File: src/verilog/phy_mode_pkg.sv
// constants for the transceiver strap and mode control block
package phy_mode_pkg;
   // register indices (management address space)
   localparam logic [4:0] CTRL_ADDR = 5'h00;
   localparam logic [4:0] STAT_ADDR = 5'h01;
   localparam logic [4:0] ADV_ADDR  = 5'h04;
   localparam logic [4:0] VEND_ADDR = 5'h10;
   // control register fields
   localparam int CTRL_RESET_BIT   = 15;
   localparam int CTRL_SPEED_BIT   = 13;
   localparam int CTRL_ANEN_BIT    = 12;
   localparam int CTRL_POWER_DOWN_BIT   = 11;
   localparam int CTRL_ISO_BIT     = 10;
   localparam int CTRL_DUPLEX_BIT  = 8;
   // status register fields
   localparam int STAT_T4_BIT      = 15;
   localparam int STAT_ABIL_LSB    = 11;
   localparam int STAT_AUTONEG_ABILITY_STRAP_BIT   = 3;
   localparam int STAT_EXT_BIT     = 0;
   // advertisement fields
   localparam int ADV_ABIL_LSB     = 5;
   localparam logic [4:0] ADV_SELECTOR = 5'h01;
   // vendor register fields
   localparam int VEND_REPEATER_MODE_BIT    = 15;
   localparam logic [15:0] VEND_RESET = 16'h0000;
   // technology strap code for full ability
   localparam logic [2:0] TECH_ALL = 3'h7;
   // power-on reset stretch
   localparam int POR_NS     = 100;
   localparam int CLK_NS     = 4;
   localparam int POR_CYCLES = (POR_NS + CLK_NS - 1) / CLK_NS;
endpackage

File: src/verilog/phy_mode_ctrl.sv
// strap, reset and mode control of a 10/100 transceiver
//
// Design decisions made here: the register addresses and the address-and-strobe port.
module phy_mode_ctrl
   import phy_mode_pkg::*;
(
   // clock and reset
   input  wire logic        sys_clk_i,
   input  wire logic        rst_i,
   // straps and mode pins
   input  wire logic        power_down_i,
   input  wire logic        isolate_i,
   input  wire logic        isolate_default_strap_i,
   input  wire logic        autoneg_ability_strap_i,
   input  wire logic [2:0]  technology_select_strap_i,
   input  wire logic        repeater_mode_i,
   // register port
   input  wire logic [4:0]  reg_addr_i,
   input  wire logic [15:0] reg_wdata_i,
   input  wire logic        reg_wr_i,
   input  wire logic        reg_rd_i,
   output logic      [15:0] reg_rdata_o,
   // activity from the datapath
   input  wire logic        tx_active_i,
   input  wire logic        rx_active_i,
   input  wire logic        collision_i,
   input  wire logic        sqe_test_i,
   // mode outputs
   output logic             chip_reset_o,
   output logic             power_down_o,
   output logic             autoneg_enable_o,
   output logic             speed_100_o,
   output logic             full_duplex_o,
   output logic             repeater_o,
   // MII output enables (low = driving) and carrier/collision
   output logic             mii_oe_n_o,
   output logic             crs_o,
   output logic             col_o
);

   logic [$clog2(POR_CYCLES+1)-1:0] por_cnt_reg;
   logic        por_done_reg;
   logic        soft_rst_reg;
   logic        int_rst;
   logic [15:0] ctrl_reg;
   logic [15:0] vend_reg;
   logic [3:0]  abil;
   logic        pd_mode;
   logic        iso_mode;
   logic        rpt_mode;

   // ability set per strap code: {100FD,100HD,10FD,10HD}
   function automatic logic [3:0] tech_abil(input logic [2:0] code);
      case (code)
         3'h0:    tech_abil = 4'h0;
         3'h1:    tech_abil = 4'h1;
         3'h2:    tech_abil = 4'h4;
         3'h3:    tech_abil = 4'h5;
         3'h4:    tech_abil = 4'h3;
         3'h5:    tech_abil = 4'hC;
         3'h6:    tech_abil = 4'h0;
         TECH_ALL: tech_abil = 4'hF;
         default: tech_abil = 4'h0;
      endcase
   endfunction

   // repeater mode drops full-duplex abilities
   assign abil     = tech_abil(technology_select_strap_i) & (rpt_mode ? 4'h5 : 4'hF);
   assign pd_mode  = power_down_i | ctrl_reg[CTRL_POWER_DOWN_BIT];
   assign iso_mode = isolate_i | ctrl_reg[CTRL_ISO_BIT];
   assign rpt_mode = repeater_mode_i | vend_reg[VEND_REPEATER_MODE_BIT];

   // power-on stretch: constants only under async reset
   always_ff @(posedge sys_clk_i or posedge rst_i) begin
      if (rst_i) begin
         por_cnt_reg  <= '0;
         por_done_reg <= 1'b0;
      end else if (!por_done_reg) begin
         por_cnt_reg  <= por_cnt_reg + 1'b1;
         por_done_reg <= (por_cnt_reg == ($bits(por_cnt_reg))'(POR_CYCLES - 1));
      end
   end

   // software reset is a one-cycle pulse; internal reset covers all sources
   always_ff @(posedge sys_clk_i or posedge rst_i) begin
      if (rst_i) begin
         soft_rst_reg <= 1'b0;
      end else begin
         soft_rst_reg <= reg_wr_i && reg_addr_i == CTRL_ADDR && reg_wdata_i[CTRL_RESET_BIT];
      end
   end
   assign int_rst = !por_done_reg | soft_rst_reg;

   // control and vendor registers; isolate bit loaded from strap on internal reset, cleared on async reset
   always_ff @(posedge sys_clk_i or posedge rst_i) begin
      if (rst_i) begin
         ctrl_reg <= 16'h0000;
         vend_reg <= VEND_RESET;
      end else if (int_rst) begin
         ctrl_reg <= 16'h0000;
         ctrl_reg[CTRL_ISO_BIT] <= isolate_default_strap_i;
         vend_reg <= VEND_RESET;
      end else if (reg_wr_i) begin
         if (reg_addr_i == CTRL_ADDR) begin
            ctrl_reg[CTRL_POWER_DOWN_BIT] <= reg_wdata_i[CTRL_POWER_DOWN_BIT];
            ctrl_reg[CTRL_ISO_BIT]   <= reg_wdata_i[CTRL_ISO_BIT];
         end
         if (reg_addr_i == VEND_ADDR) begin
            vend_reg[VEND_REPEATER_MODE_BIT]  <= reg_wdata_i[VEND_REPEATER_MODE_BIT];
         end
      end
   end

   // read mux stays live during power-down and isolation
   always_ff @(posedge sys_clk_i or posedge rst_i) begin
      if (rst_i) begin
         reg_rdata_o <= 16'h0000;
      end else if (reg_rd_i) begin
         case (reg_addr_i)
            CTRL_ADDR: begin
               reg_rdata_o <= ctrl_reg;
               reg_rdata_o[CTRL_ANEN_BIT]   <= autoneg_ability_strap_i;
               reg_rdata_o[CTRL_SPEED_BIT]  <= abil[2] | abil[3];
               reg_rdata_o[CTRL_DUPLEX_BIT] <= abil[1] | abil[3];
            end
            STAT_ADDR: begin
               reg_rdata_o <= 16'h0000;
               reg_rdata_o[STAT_ABIL_LSB +: 4] <= abil;
               reg_rdata_o[STAT_AUTONEG_ABILITY_STRAP_BIT] <= autoneg_ability_strap_i;
               reg_rdata_o[STAT_EXT_BIT]   <= 1'b1;
            end
            // abilities sit in the low technology field, the selector below them
            ADV_ADDR: begin
               reg_rdata_o <= 16'h0000;
               reg_rdata_o[ADV_ABIL_LSB +: 4] <= abil;
               reg_rdata_o[4:0] <= ADV_SELECTOR;
            end
            VEND_ADDR: reg_rdata_o <= vend_reg;
            default:   reg_rdata_o <= 16'h0000;
         endcase
      end else begin
         reg_rdata_o <= 16'h0000;
      end
   end

   // mode outputs; strap low forces manual selection from technology code
   always_ff @(posedge sys_clk_i or posedge rst_i) begin
      if (rst_i) begin
         chip_reset_o     <= 1'b1;
         power_down_o     <= 1'b0;
         autoneg_enable_o <= 1'b0;
         speed_100_o      <= 1'b0;
         full_duplex_o    <= 1'b0;
         repeater_o       <= 1'b0;
         mii_oe_n_o       <= 1'b1;
      end else begin
         chip_reset_o     <= int_rst;
         power_down_o     <= pd_mode;
         autoneg_enable_o <= autoneg_ability_strap_i && !pd_mode;
         speed_100_o      <= !autoneg_ability_strap_i && (abil[2] | abil[3]);
         full_duplex_o    <= !autoneg_ability_strap_i && !rpt_mode
                             && (abil[1] | abil[3]);
         repeater_o       <= rpt_mode;
         mii_oe_n_o       <= iso_mode | int_rst;
      end
   end

   // carrier and collision; powered-down logic drives them low
   always_ff @(posedge sys_clk_i or posedge rst_i) begin
      if (rst_i) begin
         crs_o <= 1'b0;
         col_o <= 1'b0;
      end else begin
         crs_o <= !pd_mode && (rx_active_i || (tx_active_i && !rpt_mode));
         col_o <= !pd_mode && (collision_i || (sqe_test_i && !rpt_mode));
      end
   end
endmodule

File: config.mk
export PLATFORM = sky130hd
export DESIGN_NAME = phy_mode_ctrl
export DESIGN_NICKNAME = d
export VERILOG_FILES = /design/src/verilog/phy_mode_pkg.sv /design/src/verilog/phy_mode_ctrl.sv
export SDC_FILE = /design/constraint.sdc
export NUM_CORES = 1
export LEC_CHECK = 0
export BUFFER_PORTS_ARGS = -buffer_cell sky130_fd_sc_hd__clkbuf_2
export CORE_MARGIN = 8
export CORE_UTILIZATION = 40
export DETAILED_ROUTE_END_ITERATION = 10
export PLACE_DENSITY_LB_ADDON = 0.15
export SLEW_MARGIN = 25
export SYNTH_ARGS = -nofsm -noshare
export SYNTH_HDL_FRONTEND = slang
export SYNTH_SLANG_ARGS = --single-unit
File: constraint.sdc
create_clock -name sys_clk_i -period 1.2 [get_ports sys_clk_i]
set_input_delay 0.18 -clock sys_clk_i [delete_from_list [all_inputs] [get_ports sys_clk_i]]
set_output_delay 0.18 -clock sys_clk_i [all_outputs]
set_load 0.05 [all_outputs]
==> results.md, run 1 <==
Outcome:
- The run finished, with violations left.
- The final reports fail on negative setup slack.

CTS:
- The number of H-tree levels is 2.
- For the worst-skew pair, the clock arrives at the later sink with an insertion delay of 0.33 ns.
- Clock tree synthesis selected as its root buffer the cell sky130_fd_sc_hd__clkbuf_4.
- After clock tree synthesis, the clock-pin slew on the worst setup and hold paths is 0.09 ns.
- The number of sinks on the clock net is 31.
- The maximum number of buffers from clock root to sink is 2.
- TritonCTS built the clock tree.
- The total CTS buffers is 5.

GRT:
- The total overflow left after global routing is 0.
- The largest net degree at the start of global routing is 32.
- The first-pass GRT wire length is 4670 µm.
- The global routing usage summed across all routing layers is 11.6%.
- The number of global-route vias before repair was 1020.
- The initial antenna violation count is 0.

Worst setup path:
- The register-to-register path setup slack is 0.01 ns.
- The type of destination of the critical path is an output pin.
- Data arrives at the worst endpoint at 1.03 ns.
- The count of buffer and inverter cells on the critical path is 1.
- The number of cells on the worst reg-to-reg path is 3.
- The depth of the critical timing path with buffers and inverters included is 1.
- In this run the worst path has a maximum fanout of 1.
- The worst flop-to-flop path startpoint is por_cnt_reg[1].
- The required time at the worst-slack endpoint is 1.02 ns.
- The worst register-to-register path ends at por_cnt_reg[3].
- The family with the most delay on the worst path is flip-flops.
- The worst setup path is of the register to output pin kind.
- The worst setup path is launched from a register.
- The critical path goes through clkbuf_16.
- The slowest stage of the critical path is the sky130_fd_sc_hd__dfstp_2 cell.
- The stage delay of the slowest cell on the critical path is 0.55 ns.

Power and ir drop:
- For this design the total switching power over the nets is 583 µW.
- The design draws 2080 µW.
- The peak supply drop is 0.578 mV.
- The design internal power is 1500 µW.
- The part of the total power dissipated in combinational logic is 17.6%.
- The share of power burned in registers is 53.2%.
- The clock share of power is 29.3%.
- The net switching share of the total power is 28.0%.
- The leakage power is 0.000911 µW.
- The areal power density over the cells is 1170 nW/µm².

Finish:
- The library cell used most frequently in the layout, excluding fill and tap cells, is sky130_fd_sc_hd__clkbuf_2.
- The fraction of final layout cells with drive strength greater than 1 is 41.7%.
- The register with the most flip-flops in the layout has 12 of them.
- The library cells used most frequently in the layout, excluding fill and tap cells, are sky130_fd_sc_hd__clkbuf_2, sky130_fd_sc_hd__dfrtp_1, sky130_fd_sc_hd__nor2_1.
- From synthesis to final layout, the design area changed by 38.3%.
- For this run, the share of the core covered by cells in the final layout is 58.2%.
- With fillers left out, the area of the finished cells amounts to 1780 µm².
- The number of diodes is 0.
- At the end of the flow, the number of nets in the layout was 218.
- The post-route non-filler standard cell count is 224.

Logic synthesis:
- For this run, the number of Yosys warnings is 0.
- The gate count of the mapped netlist is 115.
- For this run, the register share of the synthesized area comes to 60.6%.
- In this run, distinct cell masters in the synthesized netlist total 32.
- The mean cell area of the mapped netlist is 11.2 µm².
- The post-synthesis cell area is 1280 µm².
- The total of flip-flops plus latches after synthesis is 31.
- In the synthesized netlist the dominant register cell turns out to be sky130_fd_sc_hd__dfrtp_1.
- Counting flops with an async set or reset pin after synthesis yields a share of 100%.
- The number of synthesized flops with an enable pin is 0.

STA:
- The number of slew-limit violations in the final report is 0.
- The minimum period implied by the final worst setup slack is 1.21 ns.
- The count of final hold-check violations was 0.
- The final period utilization is 100%.
- The achievable frequency is 829 MHz.
- The count of final setup violators is 2.
- The worst-case clock skew is 0.00796 ns.
- Setup repair after global routing could not meet its margin everywhere.
- The worst setup margin is -0.00588 ns.

Floorplan:
- In this run the core area contains 20 standard-cell rows.
- The x dimension of the die is 72.7 µm.
- The region available for standard cell placement spans 3050 µm².
- The top-level port count is 62.
- For this configuration, the core starts out at a cell density of 42.0%.
- The full die area is 5280 µm².
- The vertical die dimension is 72.7 µm.

Route:
- The iteration count of the initial detailed-routing pass is 4.
- After detailed routing, the number of remaining DRC violations is 0.
- The routed design has 2900 µm of wire.
- The initial DRC count is 18.
- The total vias in the final route is 1010.
- In the routed layout, each cell is associated on average with a via count of 4.51.
- The count of nets left with antenna violations after detail routing is 0.
- After detailed routing, the average wire length per cell comes to 13.0 µm.

Placement:
- Before CTS, the worst setup slack after placement is -0.181 ns.
- Routability-driven placement finished with a final weighted congestion of 0.796.
- The post-detailed-placement cell area is 1640 µm².
- The number of cells after detailed placement is 213.
- The post-DP HPWL is 2230 µm.
- During placement, the flow inserted port buffers numbering 44.

Flow run:
- The number of max-cap violations is 0.

Min path:
- The start point of the worst min-delay path is rx_active_i.
- The worst hold path belongs to the class primary input to register.
- The cell depth of the worst min-delay path is 3.
- The hold path endpoint is crs_o.
## worst reg2reg max path, delay by kind of cell, from the launching register on
kind,cells,cell delay (ns)
AND/OR/NAND/NOR,1,0.51
flip-flops,1,0.40
XOR/XNOR,1,0.14
buffers and inverters,1,0.05
## cells by family after synthesis
logic type               count (synthesis)  synth area share [%]
buffers and inverters                   13                  4.97
AND/OR/NAND/NOR                         48                  20.8
adder cells (fa/ha/maj)                  2                  1.95
other                                    1                 0.292
XOR/XNOR                                 7                  4.78
flip-flops                              31                  60.6
multiplexers                             2                  1.66
AO/OA/AOI/OAI                           11                  4.97
## power by group through the flow
stage | Clock, µW | Sequential, µW | Combinational, µW
2_1_floorplan | 0 | 1220 | 132
4_1_cts | 646 | 1110 | 369
6_report | 610 | 1110 | 367
5_1_grt | 691 | 1110 | 396
3_3_place_gp | 0 | 1130 | 344
3_5_place_dp | 0 | 1130 | 348
## worst max path at each step
stage | start | to | slack [ns]
global route | mii_oe_n_o | mii_oe_n_o | -0.06
floorplan | reg_addr_i[1] | vend_reg[15] | -0.02
global placement | reg_addr_i[1] | vend_reg[15] | -0.17
detailed placement | reg_addr_i[1] | vend_reg[15] | -0.18
CTS | mii_oe_n_o | mii_oe_n_o | -0.03
finish | chip_reset_o | chip_reset_o | -0.006
## per-layer routing
layer  vias up  part of all wire, %  track usage (%)  routed length (µm)
li1        507                    -                -                   -
met1       456                   45             13.3                1290
met2        40                   42             16.5                1220
met3         7                   12             6.87                 334
met4         0                  1.9             6.00                  54
met5         -                    0                0                   0
## metrics by stage
step | hold WS [ns] | setup TNS, ns
after global placement | 0.208 | -0.890
after CTS | 0.0398 | -0.0599
after detailed placement | 0.217 | -0.946
final | 0.0609 | -0.00877
after floorplan | 0.246 | -0.0155
after global routing | 0.0407 | -0.144
## final cells by class
| class | instances | area (µm²) |
|---|---|---|
| Multi-Input combinational cell | 74 | 464 |
| Inverter | 8 | 30.0 |
| Fill cell | 281 | 1280 |
| Tap cell | 44 | 55.1 |
| Sequential cell | 31 | 778 |
| Clock buffer | 7 | 55.1 |
| Clock inverter | 1 | 5.00 |
| Timing Repair Buffer | 59 | 388 |
## synthesized netlist by cell type (2+ instances only)
| library cell | count | area share [%] |
|---|---|---|
| sky130_fd_sc_hd__nor4_1 | 2 | 0.97 |
| sky130_fd_sc_hd__dfrtp_1 | 29 | 57 |
| sky130_fd_sc_hd__a21oi_1 | 5 | 1.9 |
| sky130_fd_sc_hd__nor3_1 | 3 | 1.2 |
| sky130_fd_sc_hd__nand3_1 | 4 | 1.6 |
| sky130_fd_sc_hd__nand4b_1 | 2 | 1.4 |
| sky130_fd_sc_hd__dfstp_2 | 2 | 4.1 |
| sky130_fd_sc_hd__nand2_1 | 3 | 0.88 |
| sky130_fd_sc_hd__inv_1 | 8 | 2.3 |
| sky130_fd_sc_hd__and3_1 | 2 | 0.97 |
| sky130_fd_sc_hd__nor2b_1 | 5 | 2.4 |
| sky130_fd_sc_hd__buf_4 | 4 | 2.3 |
| sky130_fd_sc_hd__ha_1 | 2 | 1.9 |
| sky130_fd_sc_hd__nor2_1 | 16 | 4.7 |
| sky130_fd_sc_hd__or3_1 | 2 | 0.97 |
| sky130_fd_sc_hd__xnor2_1 | 7 | 4.8 |
| sky130_fd_sc_hd__nand2b_1 | 2 | 0.97 |
| sky130_fd_sc_hd__o21ai_0 | 3 | 1.2 |
## repair_timing
item / CTS / global route
pin swaps: 0 / 0
gates resized for setup: 6 / 4
hold buffers: 1 / 0
cloned: 0 / 0
endpoints found under the setup margin: 2 / 4
hold endpoints to repair: 29 / 0
buffers inserted: 0 / 2
No activity file was read; power rests on OpenSTA's default activity.
==> run 2, diff against run 1 <==
--- a/config.mk
+++ b/config.mk
@@ -5,10 +5,10 @@
 export SDC_FILE = /design/constraint.sdc
 export NUM_CORES = 1
 export LEC_CHECK = 0
-export BUFFER_PORTS_ARGS = -buffer_cell sky130_fd_sc_hd__clkbuf_2
 export CORE_MARGIN = 8
-export CORE_UTILIZATION = 40
+export CORE_UTILIZATION = 45
 export DETAILED_ROUTE_END_ITERATION = 10
+export DONT_BUFFER_PORTS = 1
 export PLACE_DENSITY_LB_ADDON = 0.15
 export SLEW_MARGIN = 25
 export SYNTH_ARGS = -nofsm -noshare
==> results.md, run 2 (synthesis gave the netlist of run 1 again) <==
STA:
- The number of slew-limit violations in the final report is 0 (unchanged).
- The final period utilization is 100% (-0.25 points).
- The minimum period implied by the final worst setup slack is 1.20 ns (-0.00300 ns).
- The achievable frequency was 831 MHz (+0.25%).
- The worst setup margin is -0.00289 ns (+0.00300 ns).
- The count of final hold-check violations is 0 (unchanged).
- The worst-case clock skew is 0.0126 ns (+0.00466 ns).
- The worst hold-check slack is 0.0128 ns (-0.0481 ns).
- Setup repair after global routing could not meet its margin everywhere.
- The count of final setup violators is 3 (+1).

Route:
- The number of remaining DRC errors was 0 (unchanged).
- The routed via count divided by cell count is 5.13 (+14%).
- The count of nets left with antenna violations after detail routing is 0 (unchanged).
- The iteration count of the initial detailed-routing pass is 4 (unchanged).
- The initial DRC count is 40 (+22).
- The post-detailed-routing wire length came to 2900 µm (-0.10%).
- The total vias in the final route is 902 (-11%).
- The post-detailed-route wirelength per cell was 16.5 µm (+27%).

Placement:
- The number of cells after detailed placement is 150 (-30%).
- The post-detailed-placement cell area came to 1350 µm² (-18%).
- The post-DP HPWL is 1990 µm (-11%).
- The quantity of I/O buffers inserted on ports is 0 (-100%).
- The final weighted congestion of routability-driven global placement was 0.816 (+2.5%).

Worst setup path:
- The largest fanout on the critical path is 3 (+2).
- The worst flop-to-flop path endpoint is por_cnt_reg[3].
- The worst setup path is launched from a register.
- The worst flop-to-flop path startpoint is por_done_reg.
- The arrival time of data at the critical path endpoint was 1.42 ns (+0.39 ns).
- The type of destination of the critical path is a register.
- The worst setup path is of the register to register kind.
- The required time at the worst-slack endpoint is 1.42 ns (+0.40 ns).
- The worst reg2reg path depth is 2 (-1).
- The register-to-register path setup slack is -0.003 ns (about the same).

Floorplan:
- The placeable core region is 2730 µm² (-10%).
- The number of placement rows came to 19 (-5.0%).
- The x dimension of the die is 69.4 µm (-4.5%).
- The effective utilization at floorplan was 47.0% (+4.9 points).
- The top-level port count came to 62 (unchanged).
- The full die area was 4820 µm² (-8.7%).
- The vertical die dimension came to 69.4 µm (-4.5%).

CTS:
- CTS placed an instance of sky130_fd_sc_hd__clkbuf_4 at the clock tree root.
- The TritonCTS clock tree is yes.
- The post-CTS clock slew at the launch and capture registers of the worst setup and hold paths came to 0.10 ns (about the same).
- The number of sinks on the clock net is 31 (unchanged).
- The total CTS buffers is 5 (unchanged).
- The clock latency on the worst-skew pair is 0.32 ns (about the same).
- The number of H-tree levels is 2 (unchanged).
- The maximum number of buffers from clock root to sink is 2 (unchanged).

Outcome:
- The final reports fail on negative setup slack.
- The run finished, with violations left.

Finish:
- The fraction of final layout cells with drive strength greater than 1 is 17.9% (-24 points).
- The filler cell count is 239 (-15%).
- The post-route non-filler standard cell count is 176 (-21%).
- The final non-filler cell area is 1610 µm² (-9.1%).
- The number of diodes is 0 (unchanged).
- The number of nets at the end of the flow came to 183 (-16%).
- The flip-flop count of the largest register after layout was 12 (unchanged).
- Relative to the synthesized area, the layout overhead comes to 25.7%.
- The library cell used most frequently in the layout, excluding fill and tap cells, is sky130_fd_sc_hd__dfrtp_1.
- In the layout the commonest cells are sky130_fd_sc_hd__dfrtp_1, sky130_fd_sc_hd__dlygate4sd3_1, sky130_fd_sc_hd__nor2_1.

Min path:
- The start point of the worst min-delay path is isolate_default_strap_i.
- The cell depth of the worst min-delay path is 2 (-1).
- The hold path endpoint is ctrl_reg[10].
- The type of the tightest min-delay check is primary input to register.

GRT:
- The initial antenna violation count is 0 (unchanged).
- The global routing usage summed across all routing layers is 12.8% (+1.2 points).
- The remaining global-route overflow is 0 (unchanged).
- The first-pass GRT wire length came to 5040 µm (+8.0%).
- The largest net degree at the start of global routing is 32 (unchanged).
- The number of global-route vias before repair is 1037 (+1.7%).

Flow run:
- The number of max-cap violations is 0 (unchanged).

Power and ir drop:
- The leakage power is 0.000740 µW (-19%).
- The peak supply drop is 1.00 mV (+73%).
- The areal power density over the cells is 1290 nW/µm² (+10%).
run 2: worst max-delay path by stage:
stage | from | endpoint | slack [ns] | cells past startpoint
6_report | por_done_reg | por_cnt_reg[3] | -0.003 | 2
3_5_place_dp | reg_addr_i[1] | reg_rdata_o[11] | -0.06 | 3
4_1_cts | chip_reset_o | chip_reset_o | -0.02 | 0
3_3_place_gp | reg_addr_i[1] | vend_reg[15] | -0.06 | 3
5_1_grt | vend_reg[15] | reg_rdata_o[8] | -0.04 | 3
2_1_floorplan | reg_addr_i[1] | vend_reg[15] | -0.02 | 3
run 2: worst max-delay path, stage by stage (launching register included):
cell	delay, ns
sky130_fd_sc_hd__dfrtp_1	0.41
sky130_fd_sc_hd__or4_4	0.55
sky130_fd_sc_hd__xnor2_2	0.15
run 2: cell type report:
type,instances,area [µm²],share of cell area (%)
multi-input combinational,74,475,29.5
tap,31,38.8,2.40
clock buffer,8,68.8,4.26
inverter,8,30.0,1.86
timing repair buffer,24,223,13.8
sequential,31,778,48.2
run 2: metrics by stage:
| step | power (µW) | setup TNS [ns] | utilization, % | setup slack, ns |
|---|---|---|---|---|
| finish | 2090 | -0.00462 | 59.0 | -0.00289 |
| global route | 2190 | -0.153 | 59.0 | -0.0423 |
| CTS | 2110 | -0.0401 | 57.5 | -0.0208 |
| detailed placement | 1370 | -0.152 | 49.2 | -0.0642 |
| global placement | 1370 | -0.131 | 49.2 | -0.0616 |
| floorplan | 1350 | -0.0155 | - | -0.0155 |
run 2: repair_timing:
item | in CTS | in global routing
endpoints found under the hold margin | 43 | 2
hold buffers | 15 | 3
setup endpoints to repair | 3 | 8
gates resized for setup | 0 | 6
buffers inserted | 1 | 0
pin swaps | 0 | 1
run 2: report_power, final:
part / switching (µW) / leakage [µW] / internal [µW]
registers: 119 / 0.000391 / 1090
logic: 107 / 0.000310 / 90.9
clock network: 339 / 0.0000386 / 345
total: 564 / 0.000740 / 1520
run 2: layer usage:
layer,track usage (%),vias up,part of all wire [%]
met1,14.7,419,41
met4,4.33,0,0.76
met5,0,-,0
met2,19.9,44,49
met3,6.58,4,9.0
li1,-,435,-
==> run 3, diff against run 2 <==
--- a/config.mk
+++ b/config.mk
@@ -5,6 +5,7 @@
 export SDC_FILE = /design/constraint.sdc
 export NUM_CORES = 1
 export LEC_CHECK = 0
+export ABC_AREA = 1
 export CORE_MARGIN = 8
 export CORE_UTILIZATION = 45
 export DETAILED_ROUTE_END_ITERATION = 10
==> results.md, run 3 <==
Outcome:
- The run finished with clean final reports.

STA:
- The count of final setup violators is 0 (-3).
- The worst hold-check slack is 0.0187 ns (+0.00583 ns).
- The count of final hold-check violations is 0 (unchanged).
- Setup repair after global routing could not meet its margin everywhere.
- The final period utilization is 99.7% (-0.58 points).
- The minimum period implied by the final worst setup slack is 1.20 ns (-0.00691 ns).
- The number of slew-limit violations in the final report is 0 (unchanged).
- The worst-case clock skew is 0.00561 ns (-0.00701 ns).
- The achievable frequency is 836 MHz (+0.58%).

Finish:
- Compared with the post-synthesis result, the final layout area differs by 15.4%.
- The fraction of final layout cells with drive strength greater than 1 is 12.5% (-5.4 points).
- The post-route non-filler standard cell count was 201 (+14%).
- The multi-input logic area is 478 µm² (+0.53%).
- The most common cell after layout, fill and taps aside is sky130_fd_sc_hd__nand2_1.
- The number of diodes came to 0 (unchanged).
- The library cells used most frequently in the layout, excluding fill and tap cells, are sky130_fd_sc_hd__nand2_1, sky130_fd_sc_hd__dfrtp_1, sky130_fd_sc_hd__nor2_1.
- The utilization of the core after routing is 52.8% (-6.3 points).
- The number of nets at the end of the flow is 206 (+13%).
- The final non-filler cell area is 1560 µm² (-3.5%).
- The storage element area is 778 µm² (unchanged).
- The filler cell count is 285 (+19%).
- The flip-flop count of the largest register after layout is 12 (unchanged).

GRT:
- The largest net degree at the start of global routing is 18 (-44%).
- The first-pass GRT wire length is 4900 µm (-2.9%).
- The initial antenna violation count was 0 (unchanged).
- The global routing stage identified its most utilized layer as met2.
- The global routing usage on met2 came to 20.5% (+0.62 points).
- The global routing usage summed across all routing layers is 12.6% (-0.16 points).
- The number of global-route vias before repair is 1054 (+1.6%).
- The met3 track demand over resource in global routing is 7.20% (+0.62 points).
- The remaining global-route overflow came to 0 (unchanged).
- The global routing met1 resource utilization came to 12.7% (-1.9 points).

Logic synthesis:
- By area the synthesized netlist is led by sky130_fd_sc_hd__dfrtp_1, sky130_fd_sc_hd__nand2_1, sky130_fd_sc_hd__nor2_1, sky130_fd_sc_hd__inv_1, sky130_fd_sc_hd__nor2_4.
- The total of flip-flops plus latches after synthesis was 31 (unchanged).
- The most used flip-flop cell after synthesis is sky130_fd_sc_hd__dfrtp_1.
- The number of synthesized flops with an enable pin is 0 (unchanged).
- The gate count of the mapped netlist came to 147 (+28%).
- By count the netlist is led by sky130_fd_sc_hd__nand2_1, sky130_fd_sc_hd__dfrtp_1, sky130_fd_sc_hd__nor2_1, sky130_fd_sc_hd__inv_1, sky130_fd_sc_hd__nand3_1.
- The portion of synthesized cell area occupied by the leading cell type is 53.8% (-2.8 points).
- The register area share after synthesis is 57.6% (-3.0 points).
- Of all cell types, the one taking the most synthesized area is sky130_fd_sc_hd__dfrtp_1.
- The most common cell in the synthesized netlist is sky130_fd_sc_hd__nand2_1.
- The post-synthesis cell area came to 1350 µm² (+5.2%).
- The warning count from the yosys run was 0 (unchanged).
- The mean cell area of the mapped netlist is 9.18 µm² (-18%).
- The share of flip-flops with an asynchronous set or reset is 100% (unchanged).
- The number of distinct standard cells referenced by the synthesized netlist is 22 (-31%).

CTS:
- Clock tree synthesis selected as its root buffer the cell sky130_fd_sc_hd__clkbuf_4.
- The number of H-tree levels is 2 (unchanged).
- The total CTS buffers is 5 (unchanged).
- The number of sinks on the clock net is 31 (unchanged).
- The TritonCTS clock tree is yes.
- The clock latency on the worst-skew pair is 0.32 ns (about the same).
- The post-CTS clock slew at the launch and capture registers of the worst setup and hold paths came to 0.09 ns (about the same).
- The maximum number of buffers from clock root to sink is 2 (unchanged).
- The number of buffers inserted by post-CTS setup repair is 0 (-1).

Worst setup path:
- The worst register-to-register path begins at vend_reg[15].
- STA classifies the critical path endpoint as an output pin.
- The timing startpoint of the critical path is mii_oe_n_o.
- The worst setup path is launched from a register.
- The required time at the worst-slack endpoint is 1.02 ns (-0.40 ns).
- The depth of the critical timing path with buffers and inverters included is 0 (-2).
- The category of the most critical setup path is register to output pin.
- The arrival time of data at the critical path endpoint is 1.02 ns (-0.40 ns).
- The largest fanout on the critical path is 1 (-2).
- The worst reg2reg path depth came to 5 (+3).

Flow run:
- The number of max-cap violations is 0 (unchanged).

Power and ir drop:
- The leakage power is 0.000784 µW (+5.9%).
- The overall power consumption came to 1970 µW (-5.7%).
- The areal power density over the cells is 1260 nW/µm² (-2.3%).
- The peak supply drop is 0.749 mV (-25%).

Min path:
- The type of the tightest min-delay check is primary input to register.
- The cell depth of the worst min-delay path is 2 (unchanged).
- The startpoint identified for the worst hold timing path is reg_wdata_i[15].

Placement:
- The final weighted congestion of routability-driven global placement is 0.812 (-0.49%).
- The quantity of I/O buffers inserted on ports is 0 (unchanged).
- The post-DP HPWL was 2240 µm (+13%).
- The post-detailed-placement cell area came to 1390 µm² (+3.2%).
- The number of cells after detailed placement is 181 (+21%).

Route:
- The iteration count of the initial detailed-routing pass came to 4 (unchanged).
- The routed via count divided by cell count was 5.00 (-2.5%).
- The number of remaining DRC errors is 0 (unchanged).
- The total vias in the final route is 1004 (+11%).
- The post-detailed-routing wire length is 2870 µm (-0.83%).
- The post-detailed-route wirelength per cell is 14.3 µm (-13%).
- The initial DRC count is 24 (-40%).
- The count of nets left with antenna violations after detail routing is 0 (unchanged).

Floorplan:
- The effective utilization at floorplan was 45.7% (-1.2 points).
- The placeable core region came to 2950 µm² (+8.0%).
- The top-level port count is 62 (unchanged).
- The vertical die dimension was 70.8 µm (+2.0%).
- The x dimension of the die is 70.8 µm (+2.0%).
- The full die area is 5010 µm² (+4.0%).
- The number of placement rows is 20 (+1).
[run 3: final timing paths]
| path | to | slack, ns |
|---|---|---|
| max | mii_oe_n_o | 0.004 |
| min | vend_reg[15] | 0.02 |
| max reg2reg | reg_rdata_o[8] | 0.12 |
| min reg2reg | por_cnt_reg[4] | 0.49 |
| max in group asynchronous | mii_oe_n_o | 0.64 |
| min in group asynchronous | por_done_reg | 0.33 |
[run 3: per-stage QoR]
step / TNS [ns] / setup slack [ns]
6_report: 0 / 0.00403
5_1_grt: -0.0707 / -0.0391
4_1_cts: -0.0262 / -0.0155
3_5_place_dp: 0 / 0.134
3_3_place_gp: 0 / 0.145
2_1_floorplan: 0 / 0.233
[run 3: what timing repair did]
item                                    CTS  global route
hold buffers                             12             0
resized for setup                         0             0
hold endpoints to repair                 46             0
endpoints found under the setup margin    2             2
[run 3: power breakdown]
part | internal (µW) | switching, µW | total, µW
Clock | 228 | 328 | 556
Combinational | 71.0 | 129 | 200
Sequential | 1090 | 122 | 1210
[run 3: logic make-up (layout without fill, tap and decap cells)]
group / Yosys count / after routing / share of synthesized area (%)
flops: 31 / 31 / 57.6
simple gates: 78 / 78 / 27.2
other cells: 1 / 4 / 0.278
xor+xnor: 4 / 4 / 2.60
fa+ha+maj: 2 / 2 / 1.85
buf+inv: 24 / 42 / 7.78
compound gates: 7 / 7 / 2.59
[run 3: per-layer routing]
layer  part of all wire (%)  wire length (µm)
met1                     42              1210
met2                     47              1340
met3                    9.5               273
met4                    1.7                49
met5                      0                 0
[run 3: final cells by class]
cell class | count | area share (%)
multi-input combinational | 95 | 30.7
clock buffer | 7 | 2.89
sequential | 31 | 50.0
clock inverter | 1 | 0.321
timing repair buffer | 14 | 8.67
tap | 33 | 2.65
inverter | 20 | 4.82
